`src/logic/instr_decode_pkg.sv`:
```
// Package for the instruction word decode and timing block.
// Assumes a core that fetches one 14-bit word per instruction cycle.
`default_nettype none

package instr_decode_pkg;

	// ------------------------------------------------------------
	// Word layout
	// ------------------------------------------------------------
	localparam int WORD_W = 14;
	localparam int FILE_W = 7;
	localparam int BIT_W = 3;
	localparam int PHASE_W = 2;
	localparam logic [PHASE_W-1:0] PHASE_FIRST = 2'h0;
	localparam logic [PHASE_W-1:0] PHASE_READ = 2'h1;
	localparam logic [PHASE_W-1:0] PHASE_WRITE = 2'h3;
	localparam logic [PHASE_W-1:0] PHASE_LAST = 2'h3;
	localparam int DEST_BIT = 7;
	localparam int PTR_BIT = 2;
	localparam int PTR_OFS_BIT = 6;
	localparam logic [FILE_W-1:0] ADDR_IND0 = 7'h00;
	localparam logic [FILE_W-1:0] ADDR_IND1 = 7'h01;
	localparam logic [WORD_W-1:0] RESET_WORD = 14'h0000;

	// ------------------------------------------------------------
	// Opcode patterns
	// ------------------------------------------------------------
	localparam logic [1:0] GRP_BYTE = 2'h0;
	localparam logic [1:0] GRP_BIT = 2'h1;
	localparam logic [1:0] BITOP_SKIP_CLEAR = 2'h2;
	localparam logic [1:0] BITOP_SKIP_SET = 2'h3;
	localparam logic [5:0] OP_DEC_SKIP = 6'h0b;
	localparam logic [5:0] OP_INC_SKIP = 6'h0f;
	localparam logic [6:0] OP_NO_FILE = 7'h00;
	localparam logic [6:0] OP_CLEAR_ACCUM = 7'h02;
	localparam logic [2:0] OP_CALL = 3'h4;
	localparam logic [2:0] OP_ABS_JUMP = 3'h5;
	localparam logic [4:0] OP_REL_JUMP = 5'h19;
	localparam logic [5:0] OP_EXIT_LIT = 6'h34;
	localparam logic [5:0] OP_IND_OFS = 6'h3f;
	localparam logic [WORD_W-1:0] OP_EXIT = 14'h0008;
	localparam logic [WORD_W-1:0] OP_INT_EXIT = 14'h0009;
	localparam logic [WORD_W-1:0] OP_CALL_ACCUM = 14'h000a;
	localparam logic [WORD_W-1:0] OP_ACCUM_REL = 14'h000b;
	localparam logic [9:0] OP_IND_MOVE = 10'h001;

	typedef enum logic [1:0] {FMT_BYTE, FMT_BIT, FMT_CTRL} fmt_t;
	typedef enum {ST_EXEC, ST_STALL, ST_FLUSH} seq_state_t;

endpackage : instr_decode_pkg

`default_nettype wire

```
`src/logic/instr_word_decode_timing.sv`:
```
// Instruction word decoder and instruction cycle sequencer.
// Assumes word_in, skip_cond and ptr_in_prog are synchronous to clock.
//
// Summary of operation
// RULE_01: Words are 14 bits, no extension words.
// RULE_02: Single cycle except listed multi-cycle groups.
// RULE_03: Both subroutine jumps take two cycles.
// RULE_04: All three exits take two cycles.
// RULE_05: Jumps and taken skips take two cycles.
// RULE_06: Indirect access to program memory adds cycle.
// RULE_07: Four oscillator clocks per instruction cycle.
// RULE_08: File operand read, modified, then stored.
// RULE_09: Read happens even for write-only instructions.
// RULE_10: Destination bit zero accumulator, one file.
// RULE_11: File address field is seven bits.
// RULE_12: Bit index selects one of eight.
// RULE_13: Pointer number picks one of two.
// RULE_14: Mode field selects pre/post increment/decrement.
// RULE_15: Don't-care bits never change execution.
// RULE_16: Taken skip discards next word as no-op.
// RULE_17: Format classified from leading opcode bits.
`default_nettype none

module instr_word_decode_timing (
	// Clock and reset
	input wire logic clock,
	input wire logic rst,
	// Program memory side
	input wire logic [instr_decode_pkg::WORD_W-1:0] word_in,
	output logic word_taken,
	// Core status inputs
	input wire logic skip_cond,
	input wire logic [1:0] ptr_in_prog,
	// Timing outputs
	output logic [instr_decode_pkg::PHASE_W-1:0] phase,
	output logic instr_done,
	output logic flush,
	output logic stall,
	// Decoded fields
	output logic [1:0] format,
	output logic [instr_decode_pkg::FILE_W-1:0] file_addr,
	output logic [instr_decode_pkg::BIT_W-1:0] bit_idx,
	output logic dest_file,
	output logic ptr_sel,
	output logic [1:0] ptr_mode,
	// File register strobes
	output logic file_rd,
	output logic file_wr
);

	// ------------------------------------------------------------
	// Decode functions
	// ------------------------------------------------------------
	function automatic instr_decode_pkg::fmt_t fmt_of(input logic [instr_decode_pkg::WORD_W-1:0] w);
		if (w[13:12] == instr_decode_pkg::GRP_BYTE && w[13:7] != instr_decode_pkg::OP_NO_FILE)
			fmt_of = instr_decode_pkg::FMT_BYTE; // see RULE_17
		else if (w[13:12] == instr_decode_pkg::GRP_BIT)
			fmt_of = instr_decode_pkg::FMT_BIT;
		else
			fmt_of = instr_decode_pkg::FMT_CTRL;
	endfunction : fmt_of

	function automatic logic names_file(input logic [instr_decode_pkg::WORD_W-1:0] w);
		names_file = fmt_of(w) != instr_decode_pkg::FMT_CTRL && w[13:7] != instr_decode_pkg::OP_CLEAR_ACCUM; // see RULE_15
	endfunction : names_file

	function automatic logic is_skip(input logic [instr_decode_pkg::WORD_W-1:0] w);
		is_skip = (fmt_of(w) == instr_decode_pkg::FMT_BIT && w[11:10] inside
			{instr_decode_pkg::BITOP_SKIP_CLEAR, instr_decode_pkg::BITOP_SKIP_SET})
			|| w[13:8] == instr_decode_pkg::OP_DEC_SKIP || w[13:8] == instr_decode_pkg::OP_INC_SKIP;
	endfunction : is_skip

	function automatic logic is_flow(input logic [instr_decode_pkg::WORD_W-1:0] w);
		is_flow = w[13:11] == instr_decode_pkg::OP_CALL || w[13:11] == instr_decode_pkg::OP_ABS_JUMP
			|| w == instr_decode_pkg::OP_CALL_ACCUM // see RULE_03
			|| w == instr_decode_pkg::OP_EXIT || w == instr_decode_pkg::OP_INT_EXIT // see RULE_04
			|| w[13:8] == instr_decode_pkg::OP_EXIT_LIT
			|| w[13:9] == instr_decode_pkg::OP_REL_JUMP || w == instr_decode_pkg::OP_ACCUM_REL; // see RULE_05
	endfunction : is_flow

	function automatic logic ptr_of(input logic [instr_decode_pkg::WORD_W-1:0] w);
		if (w[13:4] == instr_decode_pkg::OP_IND_MOVE)
			ptr_of = w[instr_decode_pkg::PTR_BIT]; // see RULE_13
		else if (w[13:8] == instr_decode_pkg::OP_IND_OFS)
			ptr_of = w[instr_decode_pkg::PTR_OFS_BIT];
		else
			ptr_of = w[0];
	endfunction : ptr_of

	function automatic logic is_indirect(input logic [instr_decode_pkg::WORD_W-1:0] w);
		is_indirect = w[13:4] == instr_decode_pkg::OP_IND_MOVE || w[13:8] == instr_decode_pkg::OP_IND_OFS
			|| (names_file(w) && (w[6:0] == instr_decode_pkg::ADDR_IND0 || w[6:0] == instr_decode_pkg::ADDR_IND1));
	endfunction : is_indirect

	// ------------------------------------------------------------
	// Sequencer state
	// ------------------------------------------------------------
	instr_decode_pkg::seq_state_t state_reg, state_next;
	logic [instr_decode_pkg::PHASE_W-1:0] phase_reg, phase_next;
	logic [instr_decode_pkg::WORD_W-1:0] ir_reg, ir_next;
	logic taken_reg, taken_next;
	logic done_reg, done_next;
	logic end_cycle;
	logic flow_change;

	always_comb
	begin
		phase_next = phase_reg + 2'h1; // see RULE_07
		end_cycle = phase_reg == instr_decode_pkg::PHASE_LAST;
		flow_change = is_flow(ir_reg) || (is_skip(ir_reg) && skip_cond); // see RULE_16
		state_next = state_reg;
		ir_next = ir_reg;
		taken_next = 1'b0;
		done_next = 1'b0;
		if (end_cycle)
		begin
			unique case (state_reg)
				instr_decode_pkg::ST_EXEC:
				begin
					if (is_indirect(ir_reg) && ptr_in_prog[ptr_of(ir_reg)])
						state_next = instr_decode_pkg::ST_STALL; // see RULE_06
					else if (flow_change)
						state_next = instr_decode_pkg::ST_FLUSH; // see RULE_05
					else
						state_next = instr_decode_pkg::ST_EXEC; // see RULE_02
				end
				instr_decode_pkg::ST_STALL:
				begin
					if (flow_change)
						state_next = instr_decode_pkg::ST_FLUSH;
					else
						state_next = instr_decode_pkg::ST_EXEC;
				end
				instr_decode_pkg::ST_FLUSH:
					state_next = instr_decode_pkg::ST_EXEC;
			endcase
			if (state_next != instr_decode_pkg::ST_STALL)
			begin
				done_next = state_next != instr_decode_pkg::ST_FLUSH;
				ir_next = word_in; // see RULE_01
				taken_next = 1'b1;
			end
		end
	end

	always_ff @(posedge clock or posedge rst)
	begin
		if (rst)
		begin
			state_reg <= instr_decode_pkg::ST_FLUSH;
			phase_reg <= instr_decode_pkg::PHASE_FIRST;
			ir_reg <= instr_decode_pkg::RESET_WORD;
			taken_reg <= 1'b0;
			done_reg <= 1'b0;
		end
		else
		begin
			state_reg <= state_next;
			phase_reg <= phase_next;
			ir_reg <= ir_next;
			taken_reg <= taken_next;
			done_reg <= done_next;
		end
	end

	// ------------------------------------------------------------
	// Decoded fields and file strobes
	// ------------------------------------------------------------
	logic [1:0] format_reg, format_next;
	logic [instr_decode_pkg::FILE_W-1:0] file_addr_reg, file_addr_next;
	logic [instr_decode_pkg::BIT_W-1:0] bit_idx_reg, bit_idx_next;
	logic dest_file_reg, dest_file_next;
	logic ptr_sel_reg, ptr_sel_next;
	logic [1:0] ptr_mode_reg, ptr_mode_next;
	logic file_rd_reg, file_rd_next;
	logic file_wr_reg, file_wr_next;
	logic flush_reg, flush_next;
	logic stall_reg, stall_next;
	logic executing;

	always_comb
	begin
		executing = state_reg == instr_decode_pkg::ST_EXEC;
		format_next = fmt_of(ir_reg); // see RULE_17
		file_addr_next = ir_reg[instr_decode_pkg::FILE_W-1:0]; // see RULE_11
		bit_idx_next = ir_reg[9:7]; // see RULE_12
		ptr_sel_next = ptr_of(ir_reg); // see RULE_13
		ptr_mode_next = ir_reg[1:0]; // see RULE_14
		if (fmt_of(ir_reg) == instr_decode_pkg::FMT_BIT)
			dest_file_next = !is_skip(ir_reg);
		else
			dest_file_next = names_file(ir_reg) && ir_reg[instr_decode_pkg::DEST_BIT]; // see RULE_10
		file_rd_next = executing && names_file(ir_reg) && phase_next == instr_decode_pkg::PHASE_READ; // see RULE_09
		file_wr_next = executing && dest_file_next && phase_next == instr_decode_pkg::PHASE_WRITE; // see RULE_08
		flush_next = state_reg == instr_decode_pkg::ST_FLUSH; // see RULE_16
		stall_next = state_reg == instr_decode_pkg::ST_STALL;
	end

	always_ff @(posedge clock or posedge rst)
	begin
		if (rst)
		begin
			format_reg <= 2'h0;
			file_addr_reg <= 7'h00;
			bit_idx_reg <= 3'h0;
			dest_file_reg <= 1'b0;
			ptr_sel_reg <= 1'b0;
			ptr_mode_reg <= 2'h0;
			file_rd_reg <= 1'b0;
			file_wr_reg <= 1'b0;
			flush_reg <= 1'b0;
			stall_reg <= 1'b0;
		end
		else
		begin
			format_reg <= format_next;
			file_addr_reg <= file_addr_next;
			bit_idx_reg <= bit_idx_next;
			dest_file_reg <= dest_file_next;
			ptr_sel_reg <= ptr_sel_next;
			ptr_mode_reg <= ptr_mode_next;
			file_rd_reg <= file_rd_next;
			file_wr_reg <= file_wr_next;
			flush_reg <= flush_next;
			stall_reg <= stall_next;
		end
	end

	assign word_taken = taken_reg;
	assign phase = phase_reg;
	assign instr_done = done_reg;
	assign flush = flush_reg;
	assign stall = stall_reg;
	assign format = format_reg;
	assign file_addr = file_addr_reg;
	assign bit_idx = bit_idx_reg;
	assign dest_file = dest_file_reg;
	assign ptr_sel = ptr_sel_reg;
	assign ptr_mode = ptr_mode_reg;
	assign file_rd = file_rd_reg;
	assign file_wr = file_wr_reg;
endmodule : instr_word_decode_timing

`default_nettype wire

```
`config.mk`:
```
export PLATFORM = sky130hd
export DESIGN_NAME = instr_word_decode_timing
export DESIGN_NICKNAME = d
export VERILOG_FILES = /design/src/logic/instr_decode_pkg.sv /design/src/logic/instr_word_decode_timing.sv
export SDC_FILE = /design/constraint.sdc
export NUM_CORES = 1
export LEC_CHECK = 0
export BUFFER_PORTS_ARGS = -buffer_cell sky130_fd_sc_hd__buf_4
export CAP_MARGIN = 5
export CORE_UTILIZATION = 50
export DETAILED_ROUTE_END_ITERATION = 12
export PLACE_DENSITY = 0.87
export SYNTH_ARGS = -nofsm -noshare
export SYNTH_HDL_FRONTEND = slang
export SYNTH_SLANG_ARGS = --single-unit
export TNS_END_PERCENT = 10
```
`constraint.sdc`:
```
create_clock -name clock -period 3.01 [get_ports clock]
set_input_delay 0.602 -clock clock [delete_from_list [all_inputs] [get_ports clock]]
set_output_delay 0.602 -clock clock [all_outputs]
set_load 0.01 [all_outputs]
```
==> results of run 1 <==
-- cells in the final DEF, fill, tap and decap left out, types with 2 or more instances in the layout --
master,n
dfrtp_1,37
and3_1,2
o21ai_0,3
buf_4,44
nand4_1,3
a211o_1,2
nor2_1,3
clkbuf_4,5
and2_1,2
nand2_1,5
a21oi_1,2
inv_1,9
ha_1,7
nand2b_1,2
mux2_2,12
nor2b_1,3
-- how the worst min path moves through the flow --
stage,end,depth (start not counted),from,slack (ns)
after global placement,ptr_mode[0]$_DFF_PP0_,0,ir_reg[0]$_DFFE_PP0P_,0.38
final,ptr_sel$_DFF_PP0_,3,rst,0.36
after detailed placement,ptr_mode[0]$_DFF_PP0_,0,ir_reg[0]$_DFFE_PP0P_,0.40
after global routing,ptr_sel$_DFF_PP0_,3,rst,0.39
after CTS,ptr_sel$_DFF_PP0_,3,rst,0.36
after floorplan,ptr_mode[0]$_DFF_PP0_,0,ir_reg[0]$_DFFE_PP0P_,0.36
-- Yosys cell counts, types with 2 or more instances --
| cell type | n | share of area [%] |
|---|---|---|
| nand4_1 | 3 | 1.2 |
| a21oi_1 | 2 | 0.64 |
| ha_1 | 7 | 5.6 |
| buf_4 | 2 | 0.96 |
| nor2b_1 | 3 | 1.2 |
| inv_1 | 9 | 2.2 |
| dfrtp_1 | 37 | 59 |
| nor2_1 | 3 | 0.72 |
| nand2_1 | 5 | 1.2 |
| and2_1 | 2 | 0.80 |
| mux2_2 | 12 | 8.6 |
| a211o_1 | 2 | 1.1 |
| o21ai_0 | 3 | 0.96 |
| nand2b_1 | 2 | 0.80 |
| and3_1 | 2 | 0.80 |
-- through the flow --
step / instances / hold slack (ns)
floorplan: 117 / 0.3644
global route: 196 / 0.3885
global placement: 188 / 0.3848
finish: 196 / 0.3561
CTS: 196 / 0.3594
detailed placement: 188 / 0.3987
-- kinds of logic after synthesis --
family,count (synthesis),share of synthesized area [%]
compound gates,15,7.754
fa+ha+maj,7,5.595
buf+inv,13,3.676
flops,38,60.83
mux,14,10.23
simple gates,30,11.91
-- power by group --
group | total (uW) | internal, uW | switching [uW]
combinational | 99.1 | 53.7 | 45.4
clock | 275 | 112 | 163
sequential | 557 | 537 | 19.9
total | 931 | 703 | 228
-- area by class of cell --
type                       count  area share, %
sequential                    38          48.23
multi-input combinational     66          28.14
timing repair buffer          44          16.73
tap                           31          1.965
clock buffer                   6          2.598
inverter                       9          1.711
clock inverter                 2         0.6337
-- worst max-delay path: cells and delay by family, from the launching register on --
kind                       cells  cell delay, ns
buffers and inverters          1            0.24
DFF                            1            0.48
AOI/OAI and AO/OA              1            0.12
and+or+nand+nor                5            1.15
adders and majority gates      1            0.18
muxes                          1            0.36
-- layer usage --
metal	vias to the layer above	global-route usage, %	share of wire, %
li1	503	-	-
met1	505	26.06	42
met2	41	33.50	50
met3	5	6.250	6.1
met4	0	8.163	1.8
met5	-	0	0
==> impl_metrics.json, run 1 <==
{
  "status": "complete, but fails checks",
  "violations": "DRC",
  "cts_tree": "done",
  "crit_path_start": "ir_reg[11]$_DFFE_PP0P_",
  "coreArea_um2": 2853,
  "critPathKind": "reg2reg",
  "vias": 1054,
  "post-route-util_pct": 69.21,
  "finalSetupViolCount": 0,
  "power_uw": 930.8,
  "r2r_end": "ir_reg[9]$_DFFE_PP0P_",
  "layout-drive-gt1-share_pct": 43.03,
  "arrival_ns": 2.88,
  "post_cts.repair.setup_buffers": 0,
  "rrSetupSlack_ns": 0.37,
  "synth_warnings": 0,
  "start_kind": "flop",
  "min_path_type": "in2async",
  "worst_pin_slew_ns": 0.4560,
  "final_nets": 190,
  "cellLeakagePower_uw": 0.0009305,
  "viasPerCell": 5.378,
  "cpPeakStageDelay_ns": 0.48,
  "clock_skew_ns": 0.005380,
  "ys_ff_latch": 38,
  "postRouteAntennaNets": 0,
  "period_share_pct": 87.81,
  "worst_r2r_path_depth": 9,
  "place_congestion": 0.9291,
  "fmax_mhz": 378.4,
  "critPathMaxFanout": 17,
  "grt_pass1_wl_um": 5016,
  "relSlewSlack_pct": 69.60,
  "grt_max_degree": 39,
  "cp.required_ns": 3.24,
  "fin_setup_tns_ns": 0,
  "rows": 19,
  "io_pins": 43,
  "wl_per_cell_um": 14.81,
  "synth-async-reset-ratio_pct": 100.0,
  "diodes": 0,
  "dr.pass1.iters": 8,
  "cp-endpoint": "ir_reg[9]$_DFFE_PP0P_",
  "drv_cap": 0,
  "fillers": 212,
  "cp-end-kind": "flop",
  "synthFlopType": "dfrtp_1",
  "yosysSeqAreaShare_pct": 60.83,
  "cts_hold_buffers": 0,
  "syn-num-nets": 143,
  "clkSlewWorstSetupHoldPaths_ns": 0.11,
  "crit_chain": "nor4_2 -> nand3_1 -> nand4_1 -> a31oi_4 -> nand2b_1 -> ha_1 -> nor2b_1 -> buf_4 -> mux2_2",
  "cts_buffers": 5,
  "fin_crit_ns": 2.643,
  "powerDensity_nw_per_um2": 471.4,
  "largest_reg_flops": 14,
  "die_w_um": 57.95,
  "crit_slowest_cell": "dfrtp_1",
  "peakVddDrop_v": 0.0003819,
  "multiInputGateArea_um2": 555.5,
  "rsz0062_at_grt": "no",
  "finish.instance_area_um2": 1974,
  "root_buffer": "clkbuf_4",
  "syn_area_um2": 1565,
  "port-buffer-count": 42,
  "postSynthAreaPerCell_um2": 13.38,
  "grt_use_total_pct": 20.64,
  "reg2reg_from": "ir_reg[11]$_DFFE_PP0P_",
  "finalHoldViolations": 0,
  "die-area_um2": 3358,
  "drc": 4,
  "clock_sinks": 38,
  "synthToLayoutAreaGrowth_pct": 26.14,
  "register_area_um2": 952.2,
  "synth_cell_type_count": 38,
  "clk_latency_ns": 0.34,
  "antenna_found_initial": 0,
  "htree_levels": 2,
  "fp.dieH_um": 57.95,
  "slew_violations": 0,
  "cts_resized": 0,
  "preCtsSetupSlack_ns": 0.3905,
  "clockBufferDepth": 2,
  "grt-ovfl-total": 0,
  "post-dp-hpwl_um": 2153,
  "layout_setup_ws_ns": 0.3671,
  "dpl_cell_area_um2": 1911,
  "start_util_pct": 54.87,
  "syn_inst": 117,
  "routed_wl_um": 2903,
  "grt_pass1_vias": 1074,
  "synth_edf_count": 0,
  "drt_iter0_markers": 21
}
No activity file was read; power rests on OpenSTA's default activity.
==> run 2: changes to the inputs <==
==> constraint.sdc (replaced) <==
create_clock -name clock -period 2.97 [get_ports clock]
set_input_delay 0.594 -clock clock [delete_from_list [all_inputs] [get_ports clock]]
set_output_delay 0.594 -clock clock [all_outputs]
set_load 0.01 [all_outputs]
==> run 2 against run 1 <==
The flow still finishes with violations (DRC). First-iteration DRC count up 33%. Clock-buffer cell count unchanged. Worst hold slack worse by 0.0072 ns. Sequential share of layout area down 1.1 points. Core utilization up 1.7 points. Combinational power about the same. Non-clock buffer count unchanged. Clock power up 63%. Critical path depth unchanged. Final area up 2.4%. Register-to-register slack worse by 0.05 ns. Critical path type unchanged. Critical endpoint unchanged. Largest cell class unchanged.
==> impl_metrics.json, run 2 (synthesis results as in run 1) <==
{
  "htree_levels": 2,
  "period_share_pct": 89.36,
  "violations": "DRC",
  "cp.required_ns": 3.20,
  "post-dp-hpwl_um": 2143,
  "postRouteAntennaNets": 0,
  "use_met2_pct": 35.47,
  "grt_use_met1_pct": 26.28,
  "drt_iter0_markers": 28,
  "r2r_end": "ir_reg[9]$_DFFE_PP0P_",
  "coreArea_um2": 2853,
  "reg2reg_from": "ir_reg[12]$_DFFE_PP0P_",
  "layout-drive-gt1-share_pct": 43.03,
  "final_nets": 190,
  "crit_path_start": "ir_reg[12]$_DFFE_PP0P_",
  "clk_latency_ns": 0.34,
  "viasPerCell": 5.439,
  "critPathMaxFanout": 17,
  "cp_top_family": "simple AND/OR/NAND/NOR gates",
  "final_cell_mix": "buf_4, dfrtp_1, mux2_2",
  "finalHoldViolations": 0,
  "crit_chain": "or4_1 -> o2111ai_1 -> a31o_2 -> a31oi_4 -> nand2b_1 -> ha_1 -> nor2b_1 -> buf_4 -> mux2_2",
  "largest_reg_flops": 14,
  "fp.dieH_um": 57.95,
  "slew_violations": 0,
  "post_cts.repair.setup_buffers": 0,
  "drc": 4,
  "peakVddDrop_v": 0.0005238,
  "root_buffer": "clkbuf_4",
  "gr-usage-met3_pct": 7.589,
  "rsz0062_at_grt": "no",
  "cp-end-kind": "flop",
  "relSlewSlack_pct": 69.15,
  "crit_slowest_cell": "or4_1",
  "grt_max_degree": 39,
  "cpPeakStageDelay_ns": 0.56,
  "worst_pin_slew_ns": 0.4628,
  "wl_per_cell_um": 15.34,
  "synthToLayoutAreaGrowth_pct": 29.18,
  "arrival_ns": 2.88,
  "fin_setup_tns_ns": 0,
  "grt_use_total_pct": 21.72,
  "place_congestion": 0.9291,
  "routed_wl_um": 3006,
  "critPathKind": "reg2reg",
  "fmax_mhz": 376.8,
  "path_buf_inv": 1,
  "grt-ovfl-total": 0,
  "clockBufferDepth": 2,
  "dr.pass1.iters": 8,
  "grt_pass1_vias": 1079,
  "start_util_pct": 54.87,
  "fillers": 209,
  "cp-endpoint": "ir_reg[9]$_DFFE_PP0P_",
  "die-area_um2": 3358,
  "path_depth": 9,
  "fin_crit_ns": 2.654,
  "clock_sinks": 38,
  "worst_r2r_path_depth": 9,
  "port-buffer-count": 42,
  "min_path_type": "in2async",
  "rows": 19,
  "clkSlewWorstSetupHoldPaths_ns": 0.11,
  "rrSetupSlack_ns": 0.32,
  "cts_buffers": 5,
  "grt_pass1_wl_um": 5223,
  "busiest_layer": "met2",
  "cts_tree": "done",
  "status": "complete, but fails checks",
  "cellLeakagePower_uw": 0.0009547,
  "drv_cap": 0,
  "die_w_um": 57.95,
  "cts_resized": 0,
  "layout_setup_ws_ns": 0.3159,
  "preCtsSetupSlack_ns": 0.3431,
  "diodes": 0,
  "finalSetupViolCount": 0,
  "vias": 1066,
  "start_kind": "flop",
  "final_common_cell": "buf_4",
  "clock_skew_ns": 0.006242,
  "cts_hold_buffers": 0,
  "antenna_found_initial": 0,
  "powerDensity_nw_per_um2": 550.5,
  "io_pins": 43
}
## run 2: cell types whose count changed in the layout (fill, tap and decap cells not counted), sizes merged
cell	previous run	this run
clkinvlp	1	0
bufinv	0	2
clkinv	1	0
## run 2: cell type report
cell class              count  area, um2  area share, %
flip-flops and latches     38      952.2          47.09
multi-input cells          66      555.5          27.48
repair buffers             44      330.3          16.34
clock inverters             2      60.06          2.970
clock buffers               6      51.30          2.537
well taps                  31      38.79          1.918
inverters                   9      33.78          1.671
## run 2: stage by stage
stage               util, %  instance area (um2)  cells  total power [uW]  hold WS, ns
finish                70.88                 2022    196              1113       0.3489
global route          70.88                 2022    196              1162       0.3693
CTS                   70.88                 2022    196              1124       0.3504
detailed placement    66.97                 1911    188             675.2       0.3987
global placement      66.97                 1911    188             670.4       0.3848
floorplan                 -                 1565    117             619.0       0.3644
## run 2: routing by layer
layer / wire, um / vias to the layer above
met1: 1276 / 523
met2: 1514 / 34
met3: 166 / 4
met4: 48 / 0
met5: 0 / -
li1: - / 505
## run 2: worst min-delay path by stage
stage / startpoint / end / slack, ns / cells past startpoint
after floorplan: ir_reg[0]$_DFFE_PP0P_ / ptr_mode[0]$_DFF_PP0_ / 0.36 / 0
after global placement: ir_reg[0]$_DFFE_PP0P_ / ptr_mode[0]$_DFF_PP0_ / 0.38 / 0
after detailed placement: ir_reg[0]$_DFFE_PP0P_ / ptr_mode[0]$_DFF_PP0_ / 0.40 / 0
after CTS: rst / ir_reg[13]$_DFFE_PP0P_ / 0.35 / 3
after global routing: rst / file_addr[2]$_DFF_PP0_ / 0.37 / 3
final: rst / flush$_DFF_PP0_ / 0.35 / 3
## run 2: power by group
group	internal (uW)	switching [uW]	leakage (uW)
sequential	544	21.2	0.000458
combinational	54.3	45.9	0.000438
clock	285	163	0.0000585
total	883	230	0.000955
## run 2: tightest hold or removal path: cells and delay by family
family	cells	cell delay [ns]
buffers and inverters	3	0.54
